$ cat src/ipra_regs.vh
// constants for the paged-register i2c target: addresses, pointer fields, sizes
// assumes inclusion by bare name from the design files
`ifndef IPRA_REGS_VH
`define IPRA_REGS_VH
`define IPRA_ADDR_WRITE 8'hac
`define IPRA_ADDR_READ 8'had
`define IPRA_PAGE_MSB 7
`define IPRA_PAGE_LSB 3
`define IPRA_WORD_MSB 2
`define IPRA_WORD_LSB 0
`define IPRA_PTR_RESET 8'h00
`define IPRA_FIFO_WIDTH 16
`define IPRA_FIFO_DEPTH 32
`define IPRA_FIFO_AW 5
`endif

$ cat src/ipra_target.v
// i2c target transaction logic with a page/word pointer and a cache port
// assumes scl/sda from pins (synchronised here) and a register store outside
`timescale 1ns/10ps
`default_nettype none
`include "ipra_regs.vh"
// Contract
// - a transaction opens with start then an address byte, lsb is direction
// - address 0xac is a write access and is acknowledged
// - address 0xad is a read access; after ack the device drives data
// - first written byte is the pointer: upper five page, lower three word
// - later written bytes are stored at the current word and acknowledged; the code nacks them while the write-back fifo is full
// - after each data byte the word part advances by one, page unchanged
// - a byte not acknowledged leaves the pointer unchanged
// - random read: write pointer, stop, start with read address
// - controller ack on a read byte advances the word and sends next
// - read without setting pointer returns the pointer: last location read, or last written plus one
// - controller nack ends a read; device releases the data line high
// - repeated start is not accepted; stop must come first
// - on start the cache is loaded and serves transfers until stop
// - on stop after a write the modified cache entries are written back
// - receiver pulls data low in the ninth clock to acknowledge
module ipra_target (
	input wire clk_sys,
	input wire reset,
	input wire scl_in,
	input wire sda_in,
	output wire sda_out,
	output wire sda_oe,
	output reg cache_load,
	output reg [7:0] cache_addr,
	input wire [7:0] cache_rdata,
	output wire wb_valid,
	input wire wb_ready,
	output wire [15:0] wb_data,
	output reg [7:0] pointer,
	output reg busy
);
	localparam S_IDLE = 7'b0000001;
	localparam S_ADDR = 7'b0000010;
	localparam S_PTR = 7'b0000100;
	localparam S_WDATA = 7'b0001000;
	localparam S_RDATA = 7'b0010000;
	localparam S_RACK = 7'b0100000;
	localparam S_IGNORE = 7'b1000000;

	function [7:0] next_word;
		input [7:0] p;
		begin
			next_word = {p[`IPRA_PAGE_MSB:`IPRA_PAGE_LSB], p[`IPRA_WORD_MSB:`IPRA_WORD_LSB] + 3'd1};
		end
	endfunction

	reg scl_m_reg, scl_s_reg, scl_d_reg;
	reg sda_m_reg, sda_s_reg, sda_d_reg;
	reg [6:0] state_reg;
	reg [3:0] bit_reg;
	reg [7:0] shift_reg;
	reg ack_phase_reg;
	reg ack_drive_reg;
	reg tx_drive_reg;
	reg [15:0] wb_entry_reg;
	reg fifo_in_valid;
	wire fifo_in_ready;
	wire fifo_out_valid;
	wire scl_rise;
	wire scl_fall;
	wire start_det;
	wire stop_det;
	reg [7:0] byte_in;

	assign scl_rise = scl_s_reg && !scl_d_reg;
	assign scl_fall = !scl_s_reg && scl_d_reg;
	// start/stop judged on synchronised levels, so both lines carry the same delay
	assign start_det = scl_s_reg && scl_d_reg && sda_d_reg && !sda_s_reg;
	assign stop_det = scl_s_reg && scl_d_reg && !sda_d_reg && sda_s_reg;
	// open drain: only ever pull low
	assign sda_out = 1'b0;
	assign sda_oe = ack_drive_reg || tx_drive_reg;

	always @* begin
		byte_in = {shift_reg[6:0], sda_s_reg};
	end

	// the third stage only serves edge detection, never the logic directly
	always @(posedge clk_sys) begin
		scl_m_reg <= scl_in;
		scl_s_reg <= scl_m_reg;
		scl_d_reg <= scl_s_reg;
		sda_m_reg <= sda_in;
		sda_s_reg <= sda_m_reg;
		sda_d_reg <= sda_s_reg;
	end

	// write-back entries queue here; a stalled sink holds scl-side progress only by refusing acks
	ipra_fifo #(
		.WIDTH(`IPRA_FIFO_WIDTH),
		.DEPTH(`IPRA_FIFO_DEPTH),
		.AW(`IPRA_FIFO_AW)
	) u_fifo (
		.clk_sys(clk_sys),
		.reset(reset),
		.in_valid(fifo_in_valid),
		.in_ready(fifo_in_ready),
		.in_data(wb_entry_reg),
		.out_valid(fifo_out_valid),
		.out_ready(wb_ready && !busy),
		.out_data(wb_data)
	);
	// entries stay hidden while a frame runs, so the sink never sees half a transaction
	assign wb_valid = fifo_out_valid && !busy;

	always @(posedge clk_sys) begin
		if (reset) begin
			state_reg <= S_IDLE;
			bit_reg <= 4'd0;
			shift_reg <= 8'h00;
			ack_phase_reg <= 1'b0;
			ack_drive_reg <= 1'b0;
			tx_drive_reg <= 1'b0;
			wb_entry_reg <= 16'h0000;
			pointer <= `IPRA_PTR_RESET;
			cache_addr <= `IPRA_PTR_RESET;
			cache_load <= 1'b0;
			busy <= 1'b0;
			fifo_in_valid <= 1'b0;
		end else begin
			cache_load <= 1'b0;
			fifo_in_valid <= 1'b0;
			if (stop_det) begin
				state_reg <= S_IDLE;
				busy <= 1'b0; // queued entries drain only once the frame ends
				ack_drive_reg <= 1'b0;
				tx_drive_reg <= 1'b0;
			end else if (start_det) begin
				if (state_reg == S_IDLE) begin
					state_reg <= S_ADDR;
					busy <= 1'b1;
					cache_load <= 1'b1;
					bit_reg <= 4'd0;
					ack_phase_reg <= 1'b0;
				end else begin
					state_reg <= S_IGNORE;
					ack_drive_reg <= 1'b0;
					tx_drive_reg <= 1'b0;
				end
			end else if (scl_rise && state_reg != S_IDLE && state_reg != S_IGNORE) begin
				if (ack_phase_reg) begin
					if (state_reg == S_RACK) begin
						if (!sda_s_reg) begin
							pointer <= next_word(pointer);
							cache_addr <= next_word(pointer);
							state_reg <= S_RDATA;
						end else begin
							state_reg <= S_IGNORE;
						end
					end
				end else begin
					shift_reg <= byte_in;
					bit_reg <= bit_reg + 4'd1;
				end
			end else if (scl_fall && state_reg != S_IDLE && state_reg != S_IGNORE) begin
				if (ack_phase_reg) begin
					ack_phase_reg <= 1'b0;
					ack_drive_reg <= 1'b0;
					bit_reg <= 4'd0;
					tx_drive_reg <= (state_reg == S_RDATA) && !cache_rdata[7];
					shift_reg <= cache_rdata;
				end else if (state_reg == S_RDATA) begin
					if (bit_reg == 4'd8) begin
						ack_phase_reg <= 1'b1;
						tx_drive_reg <= 1'b0;
						state_reg <= S_RACK;
					end else begin
						// each rising edge shifts the register too, so the next bit to send is the top one
						tx_drive_reg <= !shift_reg[7];
					end
				end else if (bit_reg == 4'd8) begin
					ack_phase_reg <= 1'b1;
					case (state_reg)
						S_ADDR: begin
							if (shift_reg == `IPRA_ADDR_WRITE) begin
								ack_drive_reg <= 1'b1;
								state_reg <= S_PTR;
							end else if (shift_reg == `IPRA_ADDR_READ) begin
								ack_drive_reg <= 1'b1;
								state_reg <= S_RDATA;
								cache_addr <= pointer;
							end else begin
								state_reg <= S_IGNORE;
							end
						end
						S_PTR: begin
							ack_drive_reg <= 1'b1;
							pointer <= shift_reg;
							cache_addr <= shift_reg;
							state_reg <= S_WDATA;
						end
						S_WDATA: begin
							if (fifo_in_ready) begin
								ack_drive_reg <= 1'b1;
								fifo_in_valid <= 1'b1;
								// capture now: cache_addr moves on at this same edge
								wb_entry_reg <= {cache_addr, shift_reg};
								pointer <= next_word(pointer);
								cache_addr <= next_word(pointer);
							end else begin
								state_reg <= S_IGNORE;
							end
						end
						default: begin
							state_reg <= S_IGNORE;
						end
					endcase
				end
			end
		end
	end
endmodule
`default_nettype wire

$ cat src/ipra_fifo.v
// flip-flop fifo with valid/ready on both sides
// assumes one clock and a synchronous active-high reset
`timescale 1ns/10ps
`default_nettype none
module ipra_fifo #(
	parameter WIDTH = 16,
	parameter DEPTH = 32,
	parameter AW = 5
) (
	input wire clk_sys,
	input wire reset,
	input wire in_valid,
	output wire in_ready,
	input wire [WIDTH-1:0] in_data,
	output wire out_valid,
	input wire out_ready,
	output wire [WIDTH-1:0] out_data
);
	reg [WIDTH-1:0] mem_reg [0:DEPTH-1];
	reg [AW-1:0] wr_reg;
	reg [AW-1:0] rd_reg;
	reg [AW:0] cnt_reg;
	wire push;
	wire pop;
	localparam [AW:0] FULL_COUNT = DEPTH;
	assign in_ready = (cnt_reg != FULL_COUNT);
	assign out_valid = (cnt_reg != {(AW+1){1'b0}});
	assign out_data = mem_reg[rd_reg];
	assign push = in_valid && in_ready;
	assign pop = out_valid && out_ready;
	always @(posedge clk_sys) begin
		if (push) begin
			mem_reg[wr_reg] <= in_data;
		end
	end
	always @(posedge clk_sys) begin
		if (reset) begin
			wr_reg <= {AW{1'b0}};
			rd_reg <= {AW{1'b0}};
			cnt_reg <= {(AW+1){1'b0}};
		end else begin
			if (push) begin
				wr_reg <= wr_reg + 1'b1;
			end
			if (pop) begin
				rd_reg <= rd_reg + 1'b1;
			end
			if (push && !pop) begin
				cnt_reg <= cnt_reg + 1'b1;
			end else if (pop && !push) begin
				cnt_reg <= cnt_reg - 1'b1;
			end
		end
	end
endmodule
`default_nettype wire

$ cat config.mk
export PLATFORM = sky130hd
export DESIGN_NAME = ipra_target
export DESIGN_NICKNAME = d
export VERILOG_FILES = /design/src/ipra_target.v /design/src/ipra_fifo.v
export VERILOG_INCLUDE_DIRS = /design/src
export SDC_FILE = /design/constraint.sdc
export NUM_CORES = 1
export LEC_CHECK = 0
export BUFFER_PORTS_ARGS = -buffer_cell sky130_fd_sc_hd__buf_2
export CAP_MARGIN = 20
export CORE_UTILIZATION = 70
export CTS_BUF_LIST = sky130_fd_sc_hd__clkbuf_2
export DETAILED_ROUTE_END_ITERATION = 8
export PLACE_DENSITY = 0.88
export RECOVER_POWER = 50
export SLEW_MARGIN = 5
export SYNTH_ARGS = -nofsm -noshare
export SYNTH_HDL_FRONTEND = slang
export SYNTH_SLANG_ARGS = --single-unit
$ cat constraint.sdc
create_clock -name clk_sys -period 4.6 [get_ports clk_sys]
set_input_delay 0.23 -clock clk_sys [delete_from_list [all_inputs] [get_ports clk_sys]]
set_output_delay 0.23 -clock clk_sys [all_outputs]
set_load 0.05 [all_outputs]
==> results of run 1 <==
==> critical path: stages (launching register included) <==
cell and delay [ps]:
dfxtp_4 880, buf_4 410, mux4_2 370, mux4_2 600, mux2_2 330, buf_2 230
==> power groups by stage <==
stage | Combinational, mW | Sequential (mW) | Clock [mW]
floorplan | 0.0383 | 5.90 | 0
CTS | 0.0665 | 5.78 | 3.54
finish | 0.0671 | 5.78 | 3.56
global route | 0.0719 | 5.78 | 3.85
detailed placement | 0.0528 | 5.91 | 0
global placement | 0.0523 | 5.91 | 0
==> placed cells by master, fill, tap and decap left out, types with 8 or more instances in the layout <==
cell | Yosys | final
a21oi_1 | 40 | 40
a311oi_1 | 14 | 14
buf_2 | 9 | 28
buf_4 | 1 | 40
clkbuf_1 | 46 | 34
clkbuf_2 | 0 | 200
clkinv_1 | 0 | 31
dfxtp_1 | 84 | 80
dlygate4sd3_1 | 0 | 30
edfxtp_1 | 512 | 512
ha_1 | 15 | 15
inv_1 | 15 | 15
mux2_2 | 17 | 17
mux4_2 | 160 | 160
nand2_1 | 81 | 81
nand3_1 | 17 | 17
nor2_1 | 94 | 71
nor2_2 | 0 | 23
nor3_1 | 7 | 8
o21ai_0 | 12 | 13
xor2_1 | 9 | 9
==> kinds of logic (layout without fill, tap and decap cells) <==
family,Yosys count,after routing,share of synthesized area [%]
adder cells (fa/ha/maj),16,16,0.882
XOR/XNOR,16,16,0.595
AND/OR/NAND/NOR,253,253,4.99
AO/OA/AOI/OAI,104,104,3.23
other,1,4,0.0159
flip-flops,596,596,72.4
multiplexers,183,183,16.4
buffers and inverters,86,400,1.47
==> layer usage <==
metal  vias to the layer above  routed length (um)  GRT usage, %
met4                         0                3680          20.0
li1                       5559                   -             -
met5                         -                   0             0
met3                       231                6540          8.79
met2                      1214               29900          59.1
met1                      6898               20800          46.8
==> area by class of cell <==
class | instances | share of cell area [%]
Sequential cell | 596 | 65.4
Multi-Input combinational cell | 573 | 23.7
Clock buffer | 200 | 3.83
Timing Repair Buffer | 134 | 3.48
Tap cell | 442 | 2.12
Clock inverter | 50 | 1.28
Inverter | 16 | 0.230
Antenna cell | 3 | 0.0288
==> repair_timing <==
item | 4_1_cts | 5_1_grt
hold buffers | 30 | 0
hold endpoints to repair | 66 | 0
buffers inserted | 0 | 0
==> metrics by stage <==
step | instances | hold slack, ps
2_1_floorplan | 1255 | 258
3_3_place_gp | 1719 | 311
3_5_place_dp | 1719 | 314
4_1_cts | 1999 | 133
5_1_grt | 2014 | 125
6_report | 2014 | 200
==> final timing paths <==
| kind | from | to | slack (ps) | cells past startpoint |
|---|---|---|---|---|
| worst min register to register | sda_m_reg$_DFF_P_ | sda_s_reg$_DFF_P_ | 330 | 0 |
| worst max register to register | state_reg[2]$_SDFFE_PP0P_ | shift_reg[5]$_SDFFE_PP0P_ | 930 | 9 |
| worst max-delay path | flip-flop | wb_data[11] | 440 | 5 |
| worst min-delay path | cache_rdata[7] | tx_drive_reg$_SDFFE_PP0P_ | 200 | 6 |
==> reports/qor.txt, run 1 <==
ANT nets after route - 0
max FFs per register - 512
largest net degree at the start of global routing - 61
register area - 17100 um2
Switching Share - 22.9%
grt ovf - 0
dpl hpwl - 35500 um
GRT Total Usage - 36.8%
clock sink count - 596
Setup crit start kind - flip-flop
Area Overhead vs Synth - 10.9%
final clock skew - 81.8 ps
CTS tree - yes
drt drc - 0
H-tree levels - 4
worst-case clock buffer depth - 3
Comb pwr share - 0.7%
fillcell total - 1618
Fmax achieved - 240 MHz
P_sw - 2.15 mW
Cell Area, Placed - 24500 um2
relative slew slack - 0.493%
Peak VDD IR - 210 uV
Worst Tran Pin Value - 1490 ps
area of the multi-input gates - 6180 um2
syn_area_per_cell - 18.8 um2
#FFs+latches synth - 596
sequential fraction of the synthesis area - 72.4%
Worst Path Arrival - 3930 ps
total vias in the final route - 13.9k
register clock-pin slew on the reported worst setup and hold paths - 100 ps
cell area after layout - 26100 um2
share of Yosys cell area claimed by the top area cell type - 65.3%
Final Power - 9.41 mW
final WL - 60900 um
asr flop ratio synth - 0%
Final setup viols - 0
period utilization - 90.5%
wire length per cell - 30.3 um
setup TNS - 0 ps
Critical Path RT - 4370 ps
Area contributors post-synth - edfxtp_1 (65%), mux4_2 (15%), dfxtp_1 (7.1%)
clock latency on the worst-skew pair - 1100 ps
syn_nets - 1284
ys flop type - edfxtp_1
FP Rows - 66
top-count cell post-synth - edfxtp_1
routability congestion estimate - 0.946
NumNets Final - 1492
final count of hold timing violations - 0
Worst Setup End Kind - output pin
Flop pwr share - 61.4%
Die ar. - 34400 um2
PortBufs - 48
TritonCTS buffer count - 142
PostCTS Resize Cnt - 0
first-pass GRT wire length - 87700 um
number of synthesized flops with an enable pin - 512
Internal - 7.26 mW
Max-cap violations - 0
starting density of the core - 71.8%
Layout Utilization - 79.6%
DP Worst Slack - 1230 ps
cell type with the largest total area after synthesis - edfxtp_1
synthesized instance count - 1255
Warnings, synthesis - 0
Pwr Density - 360 nW/um2
vias per cell - 6.90
outcome - completed
Netlist cell types - 64
antenna violations before repair - 1
Post-synth top cells - edfxtp_1 (512), mux4_2 (160), nor2_1 (94), dfxtp_1 (84), nand2_1 (81)
Hold Crit Class - in2reg
Clock Power Share - 37.8%
Vert. Die Dim - 185 um
Iter 0 DRT Violations - 1534
DIE WIDTH - 185 um
vias in the first global route - 14.1k
CP Class - reg2out
Top Ports - 50
min Tclk post-route - 4160 ps
final max-slew violation count - 0
CP max FO - 54
DR pass1 iterations - 5
area of the core - 32800 um2
fraction of layout cells with a size suffix above 1 - 32.0%
root buffer cell - clkbuf_2
Leak - 8.57 nW
Mapped Area - 23500 um2
RSZ-0062 raised after global routing - no
post-route setup slack - 439 ps
Note: power is estimated with default switching activity, not from simulation.
==> run 2: changes to the inputs <==
--- a/config.mk
+++ b/config.mk
@@ -8,10 +8,9 @@
 export LEC_CHECK = 0
 export BUFFER_PORTS_ARGS = -buffer_cell sky130_fd_sc_hd__buf_2
 export CAP_MARGIN = 20
-export CORE_UTILIZATION = 70
-export CTS_BUF_LIST = sky130_fd_sc_hd__clkbuf_2
+export CORE_UTILIZATION = 67
 export DETAILED_ROUTE_END_ITERATION = 8
-export PLACE_DENSITY = 0.88
+export PLACE_DENSITY = 0.84
 export RECOVER_POWER = 50
 export SLEW_MARGIN = 5
 export SYNTH_ARGS = -nofsm -noshare
==> run 2 against run 1 <==
Maximum frequency rose by 5.3%. Non-clock buffer count down 19. Count of clock-buffer cells in the layout is 136 lower. Critical path depth is 1 higher. Design area increased by 0.87%. Core utilization decreased by 3.4 points. First-iteration DRC count grew 30%. Critical endpoint is now state_reg[6]$_SDFFE_PP0P_. Setup slack improved by 210 ps. Clock power is 30% higher. Final cell count shrank 7.9%. Sequential cell count stayed put.
==> reports/qor.txt, run 2 (synthesized netlist as in run 1, its figures left out) <==
outcome - completed
Max-cap violations - 0 (unchanged)
Iter 0 DRT Violations - 2000 (+30%)
Worst Path Arrival - 4430 ps (+500 ps)
post-route setup slack - 647 ps (+208 ps)
Worst Tran Pin Value - 1440 ps (-55.6 ps)
cts hold-fix bufs - 10 (-67%)
period utilization - 85.9% (-4.5 points)
slowest stage cell, crit path - a221oi_1
DP Worst Slack - 1230 ps (-1.06 ps)
Reg2Reg Depth - 6 (-3)
clock sink count - 596 (unchanged)
Top Ports - 50 (unchanged)
Hold Startpoint - reset
register clock-pin slew on the reported worst setup and hold paths - 70 ps (-30 ps)
Worst Setup End Kind - flip-flop
clock latency on the worst-skew pair - 600 ps (-500 ps)
final count of hold timing violations - 0 (unchanged)
routability congestion estimate - 0.917 (-3.1%)
drt drc - 0 (unchanged)
DIE WIDTH - 189 um (+2.2%)
Pwr Density - 398 nW/um2 (+11%)
vias in the first global route - 13.2k (-6.5%)
largest net degree at the start of global routing - 61 (unchanged)
CTS tree - yes
fillcell total - 1869 (+16%)
Largest delay share family, worst path - compound AO/OA/AOI/OAI gates
relative slew slack - 4.20% (+3.7 points)
area of the multi-input gates - 6130 um2 (-0.79%)
Final Power - 10.5 mW (+11%)
H-tree levels - 2 (-2)
most frequent cells in the layout - edfxtp_1 (512), mux4_2 (160), nor2_1 (87), nand2_1 (81), dfxtp_1 (80)
ANT nets after route - 0 (unchanged)
met2 GRT Util - 58.8% (-0.24 points)
Die ar. - 35900 um2 (+4.4%)
final WL - 63500 um (+4.3%)
Hold Slack - 258 ps (+58.1 ps)
reg2reg start - state_reg[2]$_SDFFE_PP0P_
met1 Use GR - 47.5% (+0.62 points)
setup bufs post-CTS - 0 (unchanged)
DR pass1 iterations - 5 (unchanged)
wire length per cell - 34.3 um (+13%)
Setup crit start kind - flip-flop
Layout Utilization - 76.2% (-3.4 points)
first-pass GRT wire length - 89700 um (+2.3%)
Final setup viols - 0 (unchanged)
CP Class - reg2reg
r2r setup slk - 650 ps (-280 ps)
Antenna diodes - 0 (-3)
min Tclk post-route - 3950 ps (-208 ps)
total vias in the final route - 13.3k (-4.6%)
NumNets Final - 1386 (-7.1%)
Fmax achieved - 253 MHz (+5.3%)
Peak VDD IR - 367 uV (+75%)
Largest stage delay, worst path - 1190 ps (+310 ps)
dpl hpwl - 31700 um (-11%)
area of the core - 34500 um2 (+5.4%)
CP max FO - 11 (-80%)
register area - 17100 um2 (unchanged)
vias per cell - 7.15 (+3.6%)
crit-path cells - or4_1 -> o31ai_1 -> nor3_1 -> a221oi_1 -> mux2i_1 -> nor2_1
antenna violations before repair - 0 (-1)
endpoint of the worst register-to-register path - state_reg[6]$_SDFFE_PP0P_
GRT Total Usage - 35.7% (-1.1 points)
most common cell after layout, fill and taps aside - edfxtp_1
routing usage on met3 - 5.73% (-3.1 points)
max FFs per register - 512 (unchanged)
Area Overhead vs Synth - 11.9%
Vert. Die Dim - 189 um (+2.2%)
GRT busiest layer - met2
RSZ-0062 raised after global routing - no
final clock skew - 23.8 ps (-58.0 ps)
root buffer cell - clkbuf_16
CP Buf/Inv Count - 0 (-2)
setup TNS - 0 ps (unchanged)
Critical Path RT - 5080 ps (+710 ps)
worst-case clock buffer depth - 3 (unchanged)
grt ovf - 0 (unchanged)
Leak - 8.36 nW (-2.4%)
hold path depth - 3 (-3)
fraction of layout cells with a size suffix above 1 - 25.3% (-6.7 points)
Hold Crit Class - in2reg
FP Rows - 68 (+3.0%)
Worst Hold End - bit_reg[1]$_SDFFE_PP0P_
PostCTS Resize Cnt - 0 (unchanged)
starting density of the core - 68.2% (-3.7 points)
PortBufs - 48 (unchanged)
TritonCTS buffer count - 55 (-61%)
final max-slew violation count - 0 (unchanged)
[run 2: cell count changes in the layout (fill, tap and decap cells not counted), moves of 16 or more]
cell,before,now
clkbuf_16,0,55
clkbuf_2,200,0
clkinv_1,31,7
dlygate4sd3_1,30,10
nor2_1,71,87
nor2_2,23,7
[run 2: layer usage]
metal | part of all wire (%) | wire length [um] | up-vias
met1 | 35 | 22100 | 6712
met3 | 10 | 6600 | 168
met5 | 0 | 0 | -
met2 | 50 | 32000 | 1135
met4 | 4.4 | 2820 | 0
li1 | - | - | 5243
[run 2: tightest hold or removal path, delay by kind of cell]
kind          cells  cell delay, ps
simple gates      1             160
buf+inv           2             400
[run 2: final cells by class]
class                      count  share of cell area (%)
clock buffer                  64                    5.44
tap                          455                    2.16
multi-input combinational    573                    23.3
inverter                      16                   0.228
clock inverter                35                    1.28
sequential                   596                    64.8
timing repair buffer         115                    2.81
[run 2: how the worst max path moves through the flow]
stage	startpoint	endpoint	slack, ps	cells after the start
6_report	state_reg[2]$_SDFFE_PP0P_	state_reg[6]$_SDFFE_PP0P_	650	6
2_1_floorplan	busy$_SDFFE_PP0P_	u_fifo.cnt_reg[5]$_SDFFE_PP0P_	1150	12
5_1_grt	state_reg[2]$_SDFFE_PP0P_	state_reg[6]$_SDFFE_PP0P_	430	6
4_1_cts	flip-flop	wb_data[10]	660	5
3_3_place_gp	state_reg[2]$_SDFFE_PP0P_	cache_addr[0]$_SDFFE_PP0P_	1310	9
3_5_place_dp	state_reg[2]$_SDFFE_PP0P_	cache_addr[0]$_SDFFE_PP0P_	1230	9
[run 2: per-stage QoR]
stage | instance area [um2] | instances
final | 26300 | 1854
after floorplan | 23500 | 1255
after detailed placement | 24500 | 1732
after global routing | 26300 | 1854
after CTS | 26300 | 1841
after global placement | 24500 | 1732
[run 2: power breakdown]
part	total (mW)	leakage, nW	internal (mW)	switching (mW)
Clock	4.64	0.885	2.57	2.07
Sequential	5.79	5.42	5.78	0.00728
Combinational	0.0590	2.05	0.0209	0.0381
==> run 3: changes to the inputs <==
--- a/config.mk
+++ b/config.mk
@@ -8,9 +8,11 @@
 export LEC_CHECK = 0
 export BUFFER_PORTS_ARGS = -buffer_cell sky130_fd_sc_hd__buf_2
 export CAP_MARGIN = 20
-export CORE_UTILIZATION = 67
+export CELL_PAD_IN_SITES_DETAIL_PLACEMENT = 0
+export CELL_PAD_IN_SITES_GLOBAL_PLACEMENT = 1
+export CORE_UTILIZATION = 59
 export DETAILED_ROUTE_END_ITERATION = 8
-export PLACE_DENSITY = 0.84
+export PLACE_DENSITY_LB_ADDON = 0.1
 export RECOVER_POWER = 50
 export SLEW_MARGIN = 5
 export SYNTH_ARGS = -nofsm -noshare
==> run 3 against run 2 <==
The flow now finishes with violations (max-capacitance violations, max-slew violations). Register-to-register slack better by 110 ps. Global-route usage is 8.9 points lower. Setup slack better by 110 ps. Worst hold slack worse by 25 ps. Design area hardly changed. First-iteration DRC count is 44% lower. Die area is 13% higher. Power is 0.27% lower. Critical path type unchanged. Highest routed layer unchanged.
==> reports/qor.txt, run 3 (synthesized netlist as in run 1, its figures left out) <==
PortBufs - 48 (unchanged)
Iter 0 DRT Violations - 1130 (-44%)
largest net degree at the start of global routing - 68 (+11%)
final max-slew violation count - 471 (+471)
Cell Area, Placed - 24500 um2 (about the same)
Setup crit start - state_reg[2]$_SDFFE_PP0P_
Top Ports - 50 (unchanged)
Leak - 8.20 nW (-1.9%)
fillcell total - 2545 (+36%)
crit-path cells - or4_1 -> o31ai_1 -> nor3_1 -> a221oi_1 -> mux2i_1 -> nor2_1
Fmax achieved - 260 MHz (+2.9%)
register clock-pin slew on the reported worst setup and hold paths - 60 ps (about the same)
vias in the first global route - 11.8k (-10%)
Vert. Die Dim - 202 um (+6.5%)
Hold Crit Class - in2reg
fraction of layout cells with a size suffix above 1 - 25.0% (-0.27 points)
Largest stage delay, worst path - 1050 ps (-140 ps)
setup bufs post-CTS - 0 (unchanged)
Largest delay share family, worst path - compound AO/OA/AOI/OAI gates
DR pass1 iterations - 5 (unchanged)
total vias in the final route - 12.0k (-9.5%)
Pwr Density - 397 nW/um2 (-0.22%)
failing checks - max-capacitance violations, max-slew violations
antenna violations before repair - 1 (+1)
placed cells - 1779 (+2.7%)
Metal-1 WL - 22700 um (+2.7%)
most frequent cells in the layout - edfxtp_1 (512), mux4_2 (160), nand2_1 (81), dfxtp_1 (80), nor2_1 (62)
CTS tree - yes
Setup crit start kind - flip-flop
clock sink count - 596 (unchanged)
wire length per cell - 27.6 um (-20%)
Die ar. - 40700 um2 (+13%)
final clock skew - 22.9 ps (-0.981 ps)
Top Layer Used - met4
Max-cap violations - 14 (+14)
Worst Tran Pin Value - 1980 ps (+544 ps)
Hold Startpoint - reset
relative slew slack - -32.1% (-36 points)
drt drc - 0 (unchanged)
Critical Path RT - 5100 ps (+20 ps)
grt ovf - 0 (unchanged)
Area Overhead vs Synth - 11.8% (about the same)
Peak VDD IR - 271 uV (-26%)
final WL - 52300 um (-18%)
root buffer cell - clkbuf_16
TritonCTS buffer count - 58 (+5.5%)
worst-case clock buffer depth - 3 (unchanged)
first-pass GRT wire length - 78600 um (-12%)
dpl hpwl - 31600 um (-0.32%)
FP Rows - 72 (+5.9%)
Worst Setup End Kind - flip-flop
Worst Path Arrival - 4340 ps (-90 ps)
Final Power - 10.5 mW (-0.27%)
slowest stage cell, crit path - a221oi_1
vias per cell - 6.32 (-12%)
period utilization - 83.5% (-2.4 points)
metal2 WL - 24700 um (-23%)
RSZ-0062 raised after global routing - no
max FFs per register - 512 (unchanged)
Final setup viols - 0 (unchanged)
routability congestion estimate - 0.891 (-2.8%)
most common cell after layout, fill and taps aside - edfxtp_1
starting density of the core - 60.4% (-7.8 points)
CP max FO - 11 (unchanged)
area of the core - 39000 um2 (+13%)
CP Buf/Inv Count - 0 (unchanged)
ANT nets after route - 0 (unchanged)
final count of hold timing violations - 0 (unchanged)
min Tclk post-route - 3840 ps (-112 ps)
met3 WL - 3400 um (-49%)
setup TNS - 0 ps (unchanged)
post-route insts no fill - 1898 (+2.4%)
DIE WIDTH - 202 um (+6.5%)
CP Class - reg2reg
cell area after layout - 26300 um2 (about the same)
reg2reg start - state_reg[2]$_SDFFE_PP0P_
NumNets Final - 1360 (-1.9%)
H-tree levels - 2 (unchanged)
clock latency on the worst-skew pair - 610 ps (about the same)
outcome - complete, but fails checks
GRT Total Usage - 26.8% (-8.9 points)
run 3: cell types whose count changed in the layout (fill, tap and decap cells not counted), sizes merged:
| cell | change |
|---|---|
| clkbuf | +19 |
| bufinv | -2 |
| clkinvlp | +3 |
| diode | +2 |
| buf | -31 |
| inv | -4 |
| clkinv | -6 |
run 3: final cells by class:
cell class                 count  area (um2)  share of cell area, %
antenna                        2        5.00                 0.0190
clock buffer                  81        1610                   6.11
clock inverter                26         241                  0.917
inverter                      16        60.1                  0.228
multi-input combinational    573        6190                   23.5
sequential                   596       17100                   64.8
tap                          518         648                   2.46
timing repair buffer          86         503                   1.91
run 3: power by group:
group          internal, mW  switching [mW]  leakage (nW)
clock network          2.65            1.96         0.896
registers              5.78         0.00748          5.42
logic                0.0208          0.0382          1.88
total                  8.46            2.00          8.20
run 3: metal layers:
layer  track usage [%]  vias up
li1                  -     5218
met1              40.8     6218
met2              40.4      484
met3              3.95       82
met4              9.25        0
met5                 0        -
run 3: path summary, 6_finish.rpt:
kind	slack [ps]	endpoint	cells past startpoint
max	760	state_reg[2]$_SDFFE_PP0P_	6
min	230	u_fifo.cnt_reg[2]$_SDFFE_PP0P_	3
max reg2reg	760	state_reg[2]$_SDFFE_PP0P_	6
min reg2reg	330	sda_s_reg$_DFF_P_	0
run 3: timing repair:
action	CTS	global route
hold buffers	10	0
resized for setup	0	0
endpoints found under the hold margin	10	0
run 3: through the flow:
step	worst slack (ps)	hold WS, ps	util, %
after floorplan	1150	258	-
after global placement	1230	316	62.8
after detailed placement	1160	324	62.8
after CTS	825	231	67.8
after global routing	436	246	67.5
final	758	233	67.5
run 3: worst min-delay path: cells and delay by family:
family | cells | cell delay, ps
AND/OR/NAND/NOR | 1 | 160
buffers and inverters | 2 | 400
